### config.mk
export PLATFORM = sky130hd
export DESIGN_NAME = ltc_lin_path
export DESIGN_NICKNAME = d
export VERILOG_FILES = /design/src/common/ltc_pkg.sv /design/src/common/ltc_stage_if.sv /design/src/hdl/ltc_trim_clamp.sv /design/src/hdl/ltc_lin_path.sv
export SDC_FILE = /design/constraint.sdc
export NUM_CORES = 2
export LEC_CHECK = 0
export BUFFER_PORTS_ARGS = -buffer_cell sky130_fd_sc_hd__buf_2
export CAP_MARGIN = 20
export CELL_PAD_IN_SITES_DETAIL_PLACEMENT = 0
export CELL_PAD_IN_SITES_GLOBAL_PLACEMENT = 2
export CORE_MARGIN = 10
export CORE_UTILIZATION = 40
export DETAILED_ROUTE_END_ITERATION = 6
export GPL_TIMING_DRIVEN = 0
export PLACE_DENSITY_LB_ADDON = 0.1
export SLEW_MARGIN = 20
export SYNTH_ARGS = -nofsm -noshare
export SYNTH_HDL_FRONTEND = slang
export SYNTH_HIERARCHICAL = 1
export SYNTH_SLANG_ARGS = --single-unit
export TNS_END_PERCENT = 50
### constraint.sdc
create_clock -name ref_clk -period 18.2 [get_ports ref_clk]
set_input_delay 0.91 -clock ref_clk [delete_from_list [all_inputs] [get_ports ref_clk]]
set_output_delay 0.91 -clock ref_clk [all_outputs]
set_load 0.005 [all_outputs]
### src/common/ltc_pkg.sv
// Constants, types and helpers shared by the linearize, trim and clamp path
package ltc_pkg;

  // ------------------------------------------------------------------
  // Configuration word addresses
  // ------------------------------------------------------------------
  localparam logic [6:0] ADDR_CLAMP     = 7'h08;
  localparam logic [6:0] ADDR_LIN_FIRST = 7'h0a;
  localparam logic [6:0] ADDR_LIN_LAST  = 7'h12;
  localparam logic [6:0] ADDR_TRIM      = 7'h13;

  // ------------------------------------------------------------------
  // Sizes
  // ------------------------------------------------------------------
  localparam int ADDR_W     = 7;
  localparam int WORD_W     = 26;
  localparam int TRIM_W     = 24;
  localparam int LIN_WORDS  = 9;
  localparam int COEF_COUNT = 17;
  localparam int BIN_COUNT  = 8;
  localparam int COEF_W     = 13;
  localparam int CODE_W     = 12;

  // ------------------------------------------------------------------
  // Field positions
  // ------------------------------------------------------------------
  localparam int CTL_ENABLE_BIT = 13;
  localparam int CTL_BIN_BIT    = 14;
  localparam int CTL_OUTINV_BIT = 15;
  localparam int CTL_ININV_BIT  = 16;
  localparam int CTL_HYST_LSB   = 17;
  localparam int CTL_HYST_MSB   = 24;
  localparam int CTL_SCALE_BIT  = 25;
  localparam int ODD_ENTRY_LSB  = 13;
  localparam int GAIN_LSB       = 0;
  localparam int OFFSET_LSB     = 12;
  localparam int UPPER_LSB      = 0;
  localparam int LOWER_LSB      = 12;

  // ------------------------------------------------------------------
  // Arithmetic constants and reset values
  // ------------------------------------------------------------------
  localparam int                 SEG_SHIFT     = 12;
  localparam int                 GAIN_FRAC     = 11;
  localparam int                 COARSE_SHIFT  = 4;
  localparam int                 LOC_SHIFT     = 3;
  localparam int                 LIN_SHIFT     = 2;
  localparam logic signed [17:0] LOC_BIAS      = 18'sh01000;
  localparam logic [15:0]        UNSIGNED_BIAS = 16'h8000;
  localparam logic [11:0]        CODE_MAX      = 12'hfff;
  localparam logic [15:0]        CLAMP_TOP     = 16'hffff;
  localparam logic [WORD_W-1:0]  WORD_RESET    = 26'h0000000;
  localparam logic [TRIM_W-1:0]  TRIM_RESET    = 24'h000000;

  typedef logic signed [15:0] ltc_sample_t;

  // Saturate a wide signed value to the 16-bit signed sample range
  function automatic ltc_sample_t ltc_sat16(input logic signed [19:0] v);
    ltc_sample_t r;
    if (v > 20'sh07fff) begin
      r = 16'sh7fff;
    end else if (v < -20'sh08000) begin
      r = -16'sh8000;
    end else begin
      r = v[15:0];
    end
    return r;
  endfunction

endpackage

### src/common/ltc_stage_if.sv
// Hand-off between the correction stage and the trim/clamp stage
`timescale 1ns/1ps
interface ltc_stage_if;
  import ltc_pkg::*;
  logic        valid;
  ltc_sample_t y3;
  logic [11:0] gainCode;
  logic [11:0] offsetCode;
  logic [11:0] upperCode;
  logic [11:0] lowerCode;
  logic        outValid;
  logic [15:0] outValue;

  modport src (output valid, y3, gainCode, offsetCode, upperCode, lowerCode,
               input outValid, outValue);
  modport dst (input valid, y3, gainCode, offsetCode, upperCode, lowerCode,
               output outValid, outValue);
endinterface

### src/hdl/ltc_trim_clamp.sv
// Post-correction gain/offset trim followed by unsigned conversion and clamp
`timescale 1ns/1ps
module ltc_trim_clamp (
  input  wire logic ref_clk,
  input  wire logic reset,
  input  wire logic clkEn,
  ltc_stage_if.dst  stg
);
  import ltc_pkg::*;

  typedef struct packed {
    logic        v4;
    ltc_sample_t y4;
    logic        vOut;
    logic [15:0] out;
  } ltc_tc_state_t;

  ltc_tc_state_t q;
  ltc_tc_state_t d;

  logic signed [27:0] prod;
  logic signed [19:0] sum;
  logic [15:0]        y5;
  logic [15:0]        upper;
  logic [15:0]        lower;

  always_comb begin
    d    = q;
    prod = 28'(stg.y3) * 28'($signed(stg.gainCode));
    // Wide sum so that the trim overflow saturates, see RULE_23
    sum  = 20'(stg.y3) + 20'(prod >>> GAIN_FRAC)
         + (20'($signed(stg.offsetCode)) <<< COARSE_SHIFT);            // see RULE_11
    d.v4 = stg.valid;
    // Trim and clamp only on a result, so the output holds between samples
    if (stg.valid) begin
      d.y4 = ltc_sat16(sum);                                           // see RULE_23
    end
    y5   = 16'(unsigned'(q.y4) + UNSIGNED_BIAS);                       // see RULE_14
    // Upper code n means (n+1)*16, topping out at full scale
    upper = (stg.upperCode == CODE_MAX) ? CLAMP_TOP
          : {12'(stg.upperCode + 12'h001), 4'h0};                      // see RULE_17
    lower = {stg.lowerCode, 4'h0};                                     // see RULE_18
    d.vOut = q.v4;
    // Upper test first keeps crossed limits deterministic, see RULE_22
    if (!q.v4) begin
      d.out = q.out;
    end else if (y5 > upper) begin
      d.out = upper;                                                   // see RULE_15
    end else if (y5 < lower) begin
      d.out = lower;                                                   // see RULE_16
    end else begin
      d.out = y5;                                                      // see RULE_16
    end
  end

  always_ff @(posedge ref_clk) begin
    if (reset) begin
      q <= '0;
    end else if (clkEn) begin
      q <= d;
    end
  end

  assign stg.outValid = q.vOut;
  assign stg.outValue = q.out;

endmodule

### src/hdl/ltc_lin_path.sv
// Sample correction path: configuration words, 17-point table, trim and clamp
//
// What this block does
// RULE_01: Interpolating mode uses 17 coefficients at equally spaced points over the input span.
// RULE_02: Binning mode produces a discrete level per bin instead of interpolating.
// RULE_03: Bin x output is coefficient x between its hysteresis threshold and next boundary.
// RULE_04: Bin hysteresis applies only while the input is falling, zero when rising.
// RULE_05: Control bit 13 enables the correction table; clear bypasses it.
// RULE_06: Control bit 14 selects binning mode, else interpolating mode.
// RULE_07: Control bit 15 inverts the value leaving the correction stage.
// RULE_08: Control bit 16 inverts the value entering the correction stage.
// RULE_09: Control bits 24:17 hold the bin hysteresis in steps of two LSBs.
// RULE_10: Control bit 25 doubles every coefficient before use.
// RULE_11: Trim output is corrected value times one plus gain, plus offset, 16-bit signed.
// RULE_12: Gain is trim word bits 11:0, signed, step two to the minus eleven.
// RULE_13: Offset is trim word bits 23:12, signed, sixteen LSB steps.
// RULE_14: Trimmed value becomes unsigned by adding 32768 before limit compares.
// RULE_15: Above the upper limit the output is the upper limit.
// RULE_16: Below the lower limit the output is the lower limit, else unchanged.
// RULE_17: Upper limit is clamp word bits 11:0 in sixteen LSB steps, up to 65535.
// RULE_18: Lower limit is clamp word bits 23:12 in sixteen LSB steps, 0 to 65520.
// RULE_19: Interpolating mode interpolates linearly between adjacent points.
// RULE_20: Bin locations are 13-bit unsigned, input divided by eight plus 4096.
// RULE_21: Unscaled interpolating coefficients span a quarter of the full output range.
// RULE_22: Upper limit comparison is evaluated first when limits are crossed.
// RULE_23: Trim arithmetic saturates at the 16-bit signed limits instead of wrapping.
`timescale 1ns/1ps
module ltc_lin_path (
  input  wire logic                          ref_clk,
  input  wire logic                          reset,
  input  wire logic                          clkEn,
  input  wire logic                          sampleValid,
  input  wire ltc_pkg::ltc_sample_t          sampleIn,
  input  wire logic                          cfgWrEn,
  input  wire logic [ltc_pkg::ADDR_W-1:0]    cfgAddr,
  input  wire logic [ltc_pkg::WORD_W-1:0]    cfgWrData,
  input  wire logic                          cfgRdEn,
  output logic      [ltc_pkg::WORD_W-1:0]    cfgRdData,
  output logic                               outValid,
  output logic      [15:0]                   outSample
);
  import ltc_pkg::*;

  // ------------------------------------------------------------------
  // State
  // ------------------------------------------------------------------
  typedef struct packed {
    logic [LIN_WORDS-1:0][WORD_W-1:0] lin;
    logic [TRIM_W-1:0]                clampW;
    logic [TRIM_W-1:0]                trimW;
    logic [WORD_W-1:0]                rd;
    logic                             v1;
    ltc_sample_t                      y2;
    ltc_sample_t                      prevY2;
    logic                             dec1;
    logic                             v2;
    ltc_sample_t                      y3;
  } ltc_lp_state_t;

  ltc_lp_state_t q;
  ltc_lp_state_t d;

  // ------------------------------------------------------------------
  // Control fields
  // ------------------------------------------------------------------
  logic [WORD_W-1:0] ctlW;
  logic              corrEn;
  logic              binMode;
  logic              outInv;
  logic              inInv;
  logic [7:0]        hyst;
  logic              scale;

  assign ctlW    = q.lin[LIN_WORDS-1];
  assign corrEn  = ctlW[CTL_ENABLE_BIT];                    // see RULE_05
  assign binMode = ctlW[CTL_BIN_BIT];                       // see RULE_06
  assign outInv  = ctlW[CTL_OUTINV_BIT];
  assign inInv   = ctlW[CTL_ININV_BIT];
  assign hyst    = ctlW[CTL_HYST_MSB:CTL_HYST_LSB];         // see RULE_09
  assign scale   = ctlW[CTL_SCALE_BIT];

  // ------------------------------------------------------------------
  // Table entries, two per word, last one alone in the control word
  // ------------------------------------------------------------------
  logic [COEF_COUNT-1:0][COEF_W-1:0] entry;

  // ------------------------------------------------------------------
  // Bin thresholds, one per location entry
  // ------------------------------------------------------------------
  logic signed [17:0]    hystTerm;
  logic signed [17:0]    y2Wide;
  logic signed [17:0]    thr [BIN_COUNT];
  logic [BIN_COUNT-1:0]  above;

  // Falling input widens the window downward; rising input sees none
  assign hystTerm = q.dec1 ? $signed({9'h000, hyst, 1'b0}) : 18'sh00000;  // see RULE_04
  assign y2Wide   = 18'(q.y2);

  for (genvar e = 0; e < COEF_COUNT; e++) begin : g_entry
    if (e % 2 == 1) begin : g_odd
      assign entry[e] = q.lin[e / 2][ODD_ENTRY_LSB +: COEF_W];
    end else begin : g_even
      assign entry[e] = q.lin[e / 2][COEF_W-1:0];
    end
    if (e < BIN_COUNT) begin : g_bin
      // Location back to signed input scale, then lowered by hysteresis
      assign thr[e]   = (($signed({5'h00, entry[e]}) - LOC_BIAS) <<< LOC_SHIFT)
                      - hystTerm;                                         // see RULE_20
      assign above[e] = y2Wide > thr[e];                                  // see RULE_03
    end
  end

  // ------------------------------------------------------------------
  // Interpolating mode
  // ------------------------------------------------------------------
  logic [15:0]        ub;
  logic [3:0]         seg;
  logic [11:0]        frac;
  logic [COEF_W-1:0]  c0;
  logic [COEF_W-1:0]  c1;
  logic signed [13:0] diff;
  logic signed [26:0] prodI;
  logic signed [13:0] interp;
  logic signed [17:0] delta;
  ltc_sample_t        linY3;

  always_comb begin
    // Sixteen equal segments over the full span, 4096 counts each
    ub     = unsigned'(q.y2) ^ UNSIGNED_BIAS;                             // see RULE_01
    seg    = ub[15:SEG_SHIFT];
    frac   = ub[SEG_SHIFT-1:0];
    c0     = entry[seg];
    c1     = entry[5'({1'b0, seg} + 5'h01)];
    diff   = 14'($signed(c1)) - 14'($signed(c0));
    prodI  = 27'(diff) * 27'($signed({1'b0, frac}));                      // see RULE_19
    interp = 14'(27'($signed(c0)) + (prodI >>> SEG_SHIFT));
    // Four output LSBs per coefficient LSB gives a quarter of full scale
    delta  = scale ? (18'(interp) <<< (LIN_SHIFT + 1))                    // see RULE_10
                   : (18'(interp) <<< LIN_SHIFT);                         // see RULE_21
    linY3  = ltc_sat16(20'(q.y2) + 20'(delta));
  end

  // ------------------------------------------------------------------
  // Binning mode
  // ------------------------------------------------------------------
  logic               anyAbove;
  logic [2:0]         binIdx;
  logic [COEF_W-1:0]  binCoef;
  logic signed [17:0] binLevel;
  ltc_sample_t        binY3;

  always_comb begin
    anyAbove = 1'b0;
    binIdx   = 3'h0;
    // Highest crossed threshold wins, so the last bin covers the top
    for (int x = 0; x < BIN_COUNT; x++) begin
      if (above[x]) begin
        anyAbove = 1'b1;
        binIdx   = 3'(x);
      end
    end
    binCoef  = entry[5'({2'h0, binIdx} + 5'(BIN_COUNT))];
    binLevel = scale ? (($signed({5'h00, binCoef}) - LOC_BIAS) <<< (LOC_SHIFT + 1))
                     : (($signed({5'h00, binCoef}) - LOC_BIAS) <<< LOC_SHIFT);  // see RULE_10
    if (anyAbove) begin
      binY3 = ltc_sat16(20'(binLevel));                                   // see RULE_03
    end else if (entry[0] != 13'h0000) begin
      binY3 = -16'sh8000;                                                 // see RULE_03
    end else begin
      binY3 = ltc_sat16(20'(binLevel));
    end
  end

  // ------------------------------------------------------------------
  // Next state
  // ------------------------------------------------------------------
  ltc_sample_t corrY3;
  ltc_sample_t inY2;

  always_comb begin
    d = q;

    // Configuration words
    if (cfgWrEn) begin
      if (cfgAddr == ADDR_CLAMP) begin
        d.clampW = cfgWrData[TRIM_W-1:0];
      end else if (cfgAddr == ADDR_TRIM) begin
        d.trimW = cfgWrData[TRIM_W-1:0];
      end else if (cfgAddr >= ADDR_LIN_FIRST && cfgAddr <= ADDR_LIN_LAST) begin
        d.lin[4'(cfgAddr - ADDR_LIN_FIRST)] = cfgWrData;
      end
    end
    // Unmapped reads return zero
    if (cfgRdEn) begin
      if (cfgAddr == ADDR_CLAMP) begin
        d.rd = WORD_W'(q.clampW);
      end else if (cfgAddr == ADDR_TRIM) begin
        d.rd = WORD_W'(q.trimW);
      end else if (cfgAddr >= ADDR_LIN_FIRST && cfgAddr <= ADDR_LIN_LAST) begin
        d.rd = q.lin[4'(cfgAddr - ADDR_LIN_FIRST)];
      end else begin
        d.rd = WORD_RESET;
      end
    end

    // Stage 1: optional input inversion and fall detection
    inY2 = (corrEn && inInv) ? ltc_sat16(-20'(sampleIn)) : sampleIn;   // see RULE_08
    d.v1 = sampleValid;
    if (sampleValid) begin
      d.y2     = inY2;
      d.prevY2 = inY2;
      d.dec1   = inY2 < q.prevY2;                                       // see RULE_04
    end

    // Stage 2: correction, mode select and output inversion
    corrY3 = binMode ? binY3 : linY3;                                   // see RULE_02
    d.v2   = q.v1;
    if (q.v1) begin
      if (!corrEn) begin
        d.y3 = q.y2;                                                    // see RULE_05
      end else if (outInv) begin
        d.y3 = ltc_sat16(-20'(corrY3));                                 // see RULE_07
      end else begin
        d.y3 = corrY3;
      end
    end
  end

  always_ff @(posedge ref_clk) begin
    if (reset) begin
      q <= '0;
    end else if (clkEn) begin
      q <= d;
    end
  end

  // ------------------------------------------------------------------
  // Trim and clamp stage
  // ------------------------------------------------------------------
  ltc_stage_if stg ();

  assign stg.valid      = q.v2;
  assign stg.y3         = q.y3;
  assign stg.gainCode   = q.trimW[GAIN_LSB +: CODE_W];                  // see RULE_12
  assign stg.offsetCode = q.trimW[OFFSET_LSB +: CODE_W];                // see RULE_13
  assign stg.upperCode  = q.clampW[UPPER_LSB +: CODE_W];                // see RULE_17
  assign stg.lowerCode  = q.clampW[LOWER_LSB +: CODE_W];                // see RULE_18

  ltc_trim_clamp u_trim_clamp (
    .ref_clk (ref_clk),
    .reset   (reset),
    .clkEn   (clkEn),
    .stg     (stg)
  );

  assign cfgRdData = q.rd;
  assign outValid  = stg.outValid;
  assign outSample = stg.outValue;

endmodule

==> run_results.csv <==
group,metric,value,unit
floorplan,fp.dieArea,0.126,mm^2
sta,worst_pin_slew,1240,ps
worst_setup_path,cp_data_required_time,18650,ps
layout,register_area,0.00757,mm^2
floorplan,die_w,354,um
floorplan,fp-row-count,122,
synth,syn-num-nets,6217,
pwr,power,2.88,mW
sta,relSlewSlack,0.173,
sta,post-route-period-util,0.947,
worst_setup_path,crit_path_top_delay_cell,"or4_1",
worst_setup_path,worstSetupPathType,"reg2reg",
layout,drive_above_1_share,0.0982,
synth,post_synth_num_cell_types,107,
placement,place_inst,7023,
outcome,outcome,"finished, final reports clean",
layout,syn_to_final_growth,10.0,%
layout,area_of_the_multi_input_gates,0.0337,mm^2
hold_path,worstHoldPathType,"reg2reg",
global_routing,gr-usage-all-layers,0.315,
pwr,share_seq_of_total_power,0.294,
cts,worst_setup_hold_path_clk_slew,60,ps
placement,place_congestion,1.04,
floorplan,floorplan.initialDensity,0.403,
synth,yosys_warnings,6,
sta,layout_min_cycle_time,17240,ps
detailed_routing,finalWirelength,203,mm
cts,cts_hold_buffers,0,
synth,top_post_synthesis_cells_by_area,"dfxtp_1 (17%), fa_1 (16%), ha_1 (11%)",
detailed_routing,vias,42200,
pwr,p_per_area,58.6,mW/mm^2
global_routing,first_global_vias,40200,
sta,max_clock_freq,58.0,MHz
cts,clock_insertion_delay_worst_skew,660,ps
synth,ys_dominant_reg_cell,"dfxtp_1",
floorplan,top_level_ports,98,
cts,cts_made_buffers,48,
cts,cts_tree,"built",
worst_setup_path,largest_fanout_on_the_critical_path,11,
global_routing,maximum_number_of_pins_on_one_net_before_global_route_repair,22,
pwr,p_leak,20.5,nW
placement,io_buffer_count,94,
synth,seq_area_frac_synth,0.169,
floorplan,floorplan.core_area,0.111,mm^2
placement,placed_cell_area,0.0475,mm^2
pwr,netSwitchingFraction,0.388,
cts,cts_max_level,2,
placement,detailed_place_hpwl,165,mm
detailed_routing,viasPerCell,5.93,
global_routing,grt_pass1_wl,290,mm
synth,synth_edf_count,0,
worst_setup_path,crit_path_max_incr_delay,690,ps
worst_setup_path,crit_top_cell,"inv_1",
cts,cts_setup_buffers,0,
layout,final_design_area_no_fill,0.0492,mm^2
cts,ctsRootBufferMaster,"clkbuf_16",
synth,netlist_area,0.0447,mm^2
synth,syn_avg_cell_area,8.25,um^2
global_routing,overflow,0,
pwr,cellInternalPower,1.77,mW
sta,final.setup_skew,65.3,ps
detailed_routing,drt_iter0_drc,4475,
worst_setup_path,crit_path_start_kind,"flip-flop",
layout,fillers,11400,
job,max_cap_violations,0,
synth,yosys.area.top_type_share,0.169,
synth,post_syn_instances,5421,
sta,total_count_of_hold_check_failures_in_the_final_report,0,
detailed_routing,ant_nets,0,
pwr,p_sw,1.12,mW
detailed_routing,detail_route.first_pass.iterations,6,
detailed_routing,drc,0,
synth,ys_async_sr_fraction,0,
synth,post-synth-top-area-cell,"dfxtp_1",
pwr,peakVddDrop,0.0000714,V
cts,clock_tree.buffer_depth,3,
sta,report.final.setup_viol,0,
worst_setup_path,worstPathArrival,17690,ps
pwr,power_frac_clock,0.342,
cts,clkSinkCount,377,
detailed_routing,routed_wire_length_per_instance,28.6,um
synth,synth-seq-cells,377,
layout,design.final.nets,6380,
sta,maxSlewViolCount,0,
layout,finish.cell_count_without_fillers,7108,
floorplan,die_height,354,um
global_routing,initial_antenna_violation_count,6,
worst_setup_path,critPathCaptureType,"flip-flop",
pwr,comb_power_share,0.364,
==> registers in the layout, indices dropped and copies added (netlist names) <==
name / count
u_trim_clamp/stg.outValid: 1
q: 65
cfgRdData: 26
u_trim_clamp/stg.outValue: 16
u_trim_clamp/d: 1
ctlW: 26
stg.y3: 16
entry: 208
u_trim_clamp/q: 16
stg.valid: 1
d: 1
==> area by class of cell <==
cell class	instances	area share
inverter	517	0.0395
buffer	342	0.0334
clock inverter	16	0.00468
timing repair buffer	114	0.0176
sequential	377	0.154
multi-input combinational	4184	0.685
antenna	1	0.0000509
clock buffer	69	0.0279
tap	1488	0.0378
==> worst paths after layout <==
check,startpoint,endpoint,slack [ps],depth (start not counted)
max reg2reg,q[30],stg.y3[3],960,69
min reg2reg,u_trim_clamp/stg.outValue[6],u_trim_clamp/stg.outValue[6],470,2
max,q[30],stg.y3[3],960,69
min,u_trim_clamp/stg.outValue[6],u_trim_clamp/stg.outValue[6],470,2
==> repair_timing <==
action,4_1_cts,5_1_grt
cloned,0,0
resized for setup,12,48
endpoints found under the setup margin,14,16
hold endpoints to repair,0,0
==> logic make-up after synthesis <==
logic type	share of synthesized area
AOI/OAI and AO/OA	0.151
muxes	0.101
adders and majority gates	0.266
and+or+nand+nor	0.195
buffers and inverters	0.0786
xor gates and xnor gates	0.0396
DFF	0.169
==> worst max-delay path: cells and delay by family, from the launching register on <==
kind / cells / cell delay, ps
compound gates: 22 / 4400
simple gates: 19 / 4190
fa+ha+maj: 11 / 4120
buf+inv: 12 / 2300
mux: 2 / 880
flops: 1 / 630
xor+xnor: 3 / 520
==> per-stage QoR <==
stage	worst slack [ps]	TNS, ps	hold WS [ps]	util
after floorplan	3250	0	434	-
after global placement	-1130	-12430	455	0.424
after detailed placement	-534	-4100	460	0.429
after CTS	61.2	0	470	0.443
after global routing	-0.854	-0.854	496	0.444
final	964	0	466	0.444
==> cell usage after synthesis, types with 9 or more instances <==
cell type / count
a221oi_1: 23
buf_4: 44
a211oi_1: 47
a21oi_1: 513
or3_1: 15
fa_1: 347
nor4_1: 25
nand4b_1: 9
a32o_1: 12
nor2_1: 286
a31oi_1: 28
nand4_1: 34
xnor2_1: 138
dfxtp_1: 377
buf_1: 20
nand2b_1: 49
o21bai_1: 35
clkbuf_1: 258
inv_1: 513
and3_1: 18
a21o_1: 80
and2_1: 140
nand2_1: 1051
o21ai_0: 83
nand3b_1: 21
nor2b_1: 46
mux4_2: 168
o31ai_1: 12
a221o_1: 14
nor3_1: 86
o221ai_1: 25
nand3_1: 116
a2111oi_0: 9
buf_2: 9
mux2i_1: 67
or2_2: 9
o211ai_1: 16
ha_1: 394
xor2_1: 64
o21a_1: 32
o22ai_1: 17
==> layout by cell type (no fill, tap or decap), drive strengths merged, types with 46 or more instances in the layout <==
| cell | synthesis | final |
|---|---|---|
| a21o | 83 | 83 |
| nor3 | 89 | 89 |
| mux4 | 168 | 168 |
| and2 | 140 | 140 |
| xor2 | 64 | 64 |
| mux2i | 67 | 67 |
| inv | 515 | 517 |
| nand2b | 49 | 49 |
| clkbuf | 259 | 333 |
| fa | 347 | 347 |
| ha | 394 | 394 |
| nor2 | 286 | 286 |
| a21oi | 517 | 517 |
| nand2 | 1051 | 1051 |
| nor2b | 46 | 46 |
| nand3 | 116 | 116 |
| dfxtp | 377 | 377 |
| buf | 82 | 189 |
| a211oi | 48 | 48 |
| xnor2 | 138 | 138 |
| o21ai | 90 | 90 |
==> routing by layer <==
layer	vias up	share of wire	GRT usage	wire (um)
met5	-	0.00011	0.00192	22
met4	4	0.043	0.118	8800
met3	347	0.093	0.0665	19000
met2	1968	0.42	0.460	85100
met1	21000	0.44	0.450	90400
li1	18800	-	-	-
==> power by group through the flow <==
| stage | combinational (mW) | sequential (mW) | clock, mW |
|---|---|---|---|
| 2_1_floorplan | 0.718 | 0.856 | 0 |
| 3_3_place_gp | 1.02 | 0.873 | 0 |
| 3_5_place_dp | 1.04 | 0.865 | 0 |
| 4_1_cts | 1.04 | 0.847 | 0.997 |
| 5_1_grt | 1.16 | 0.847 | 1.03 |
| 6_report | 1.05 | 0.847 | 0.986 |
Note: power is estimated with default switching activity, not from simulation.
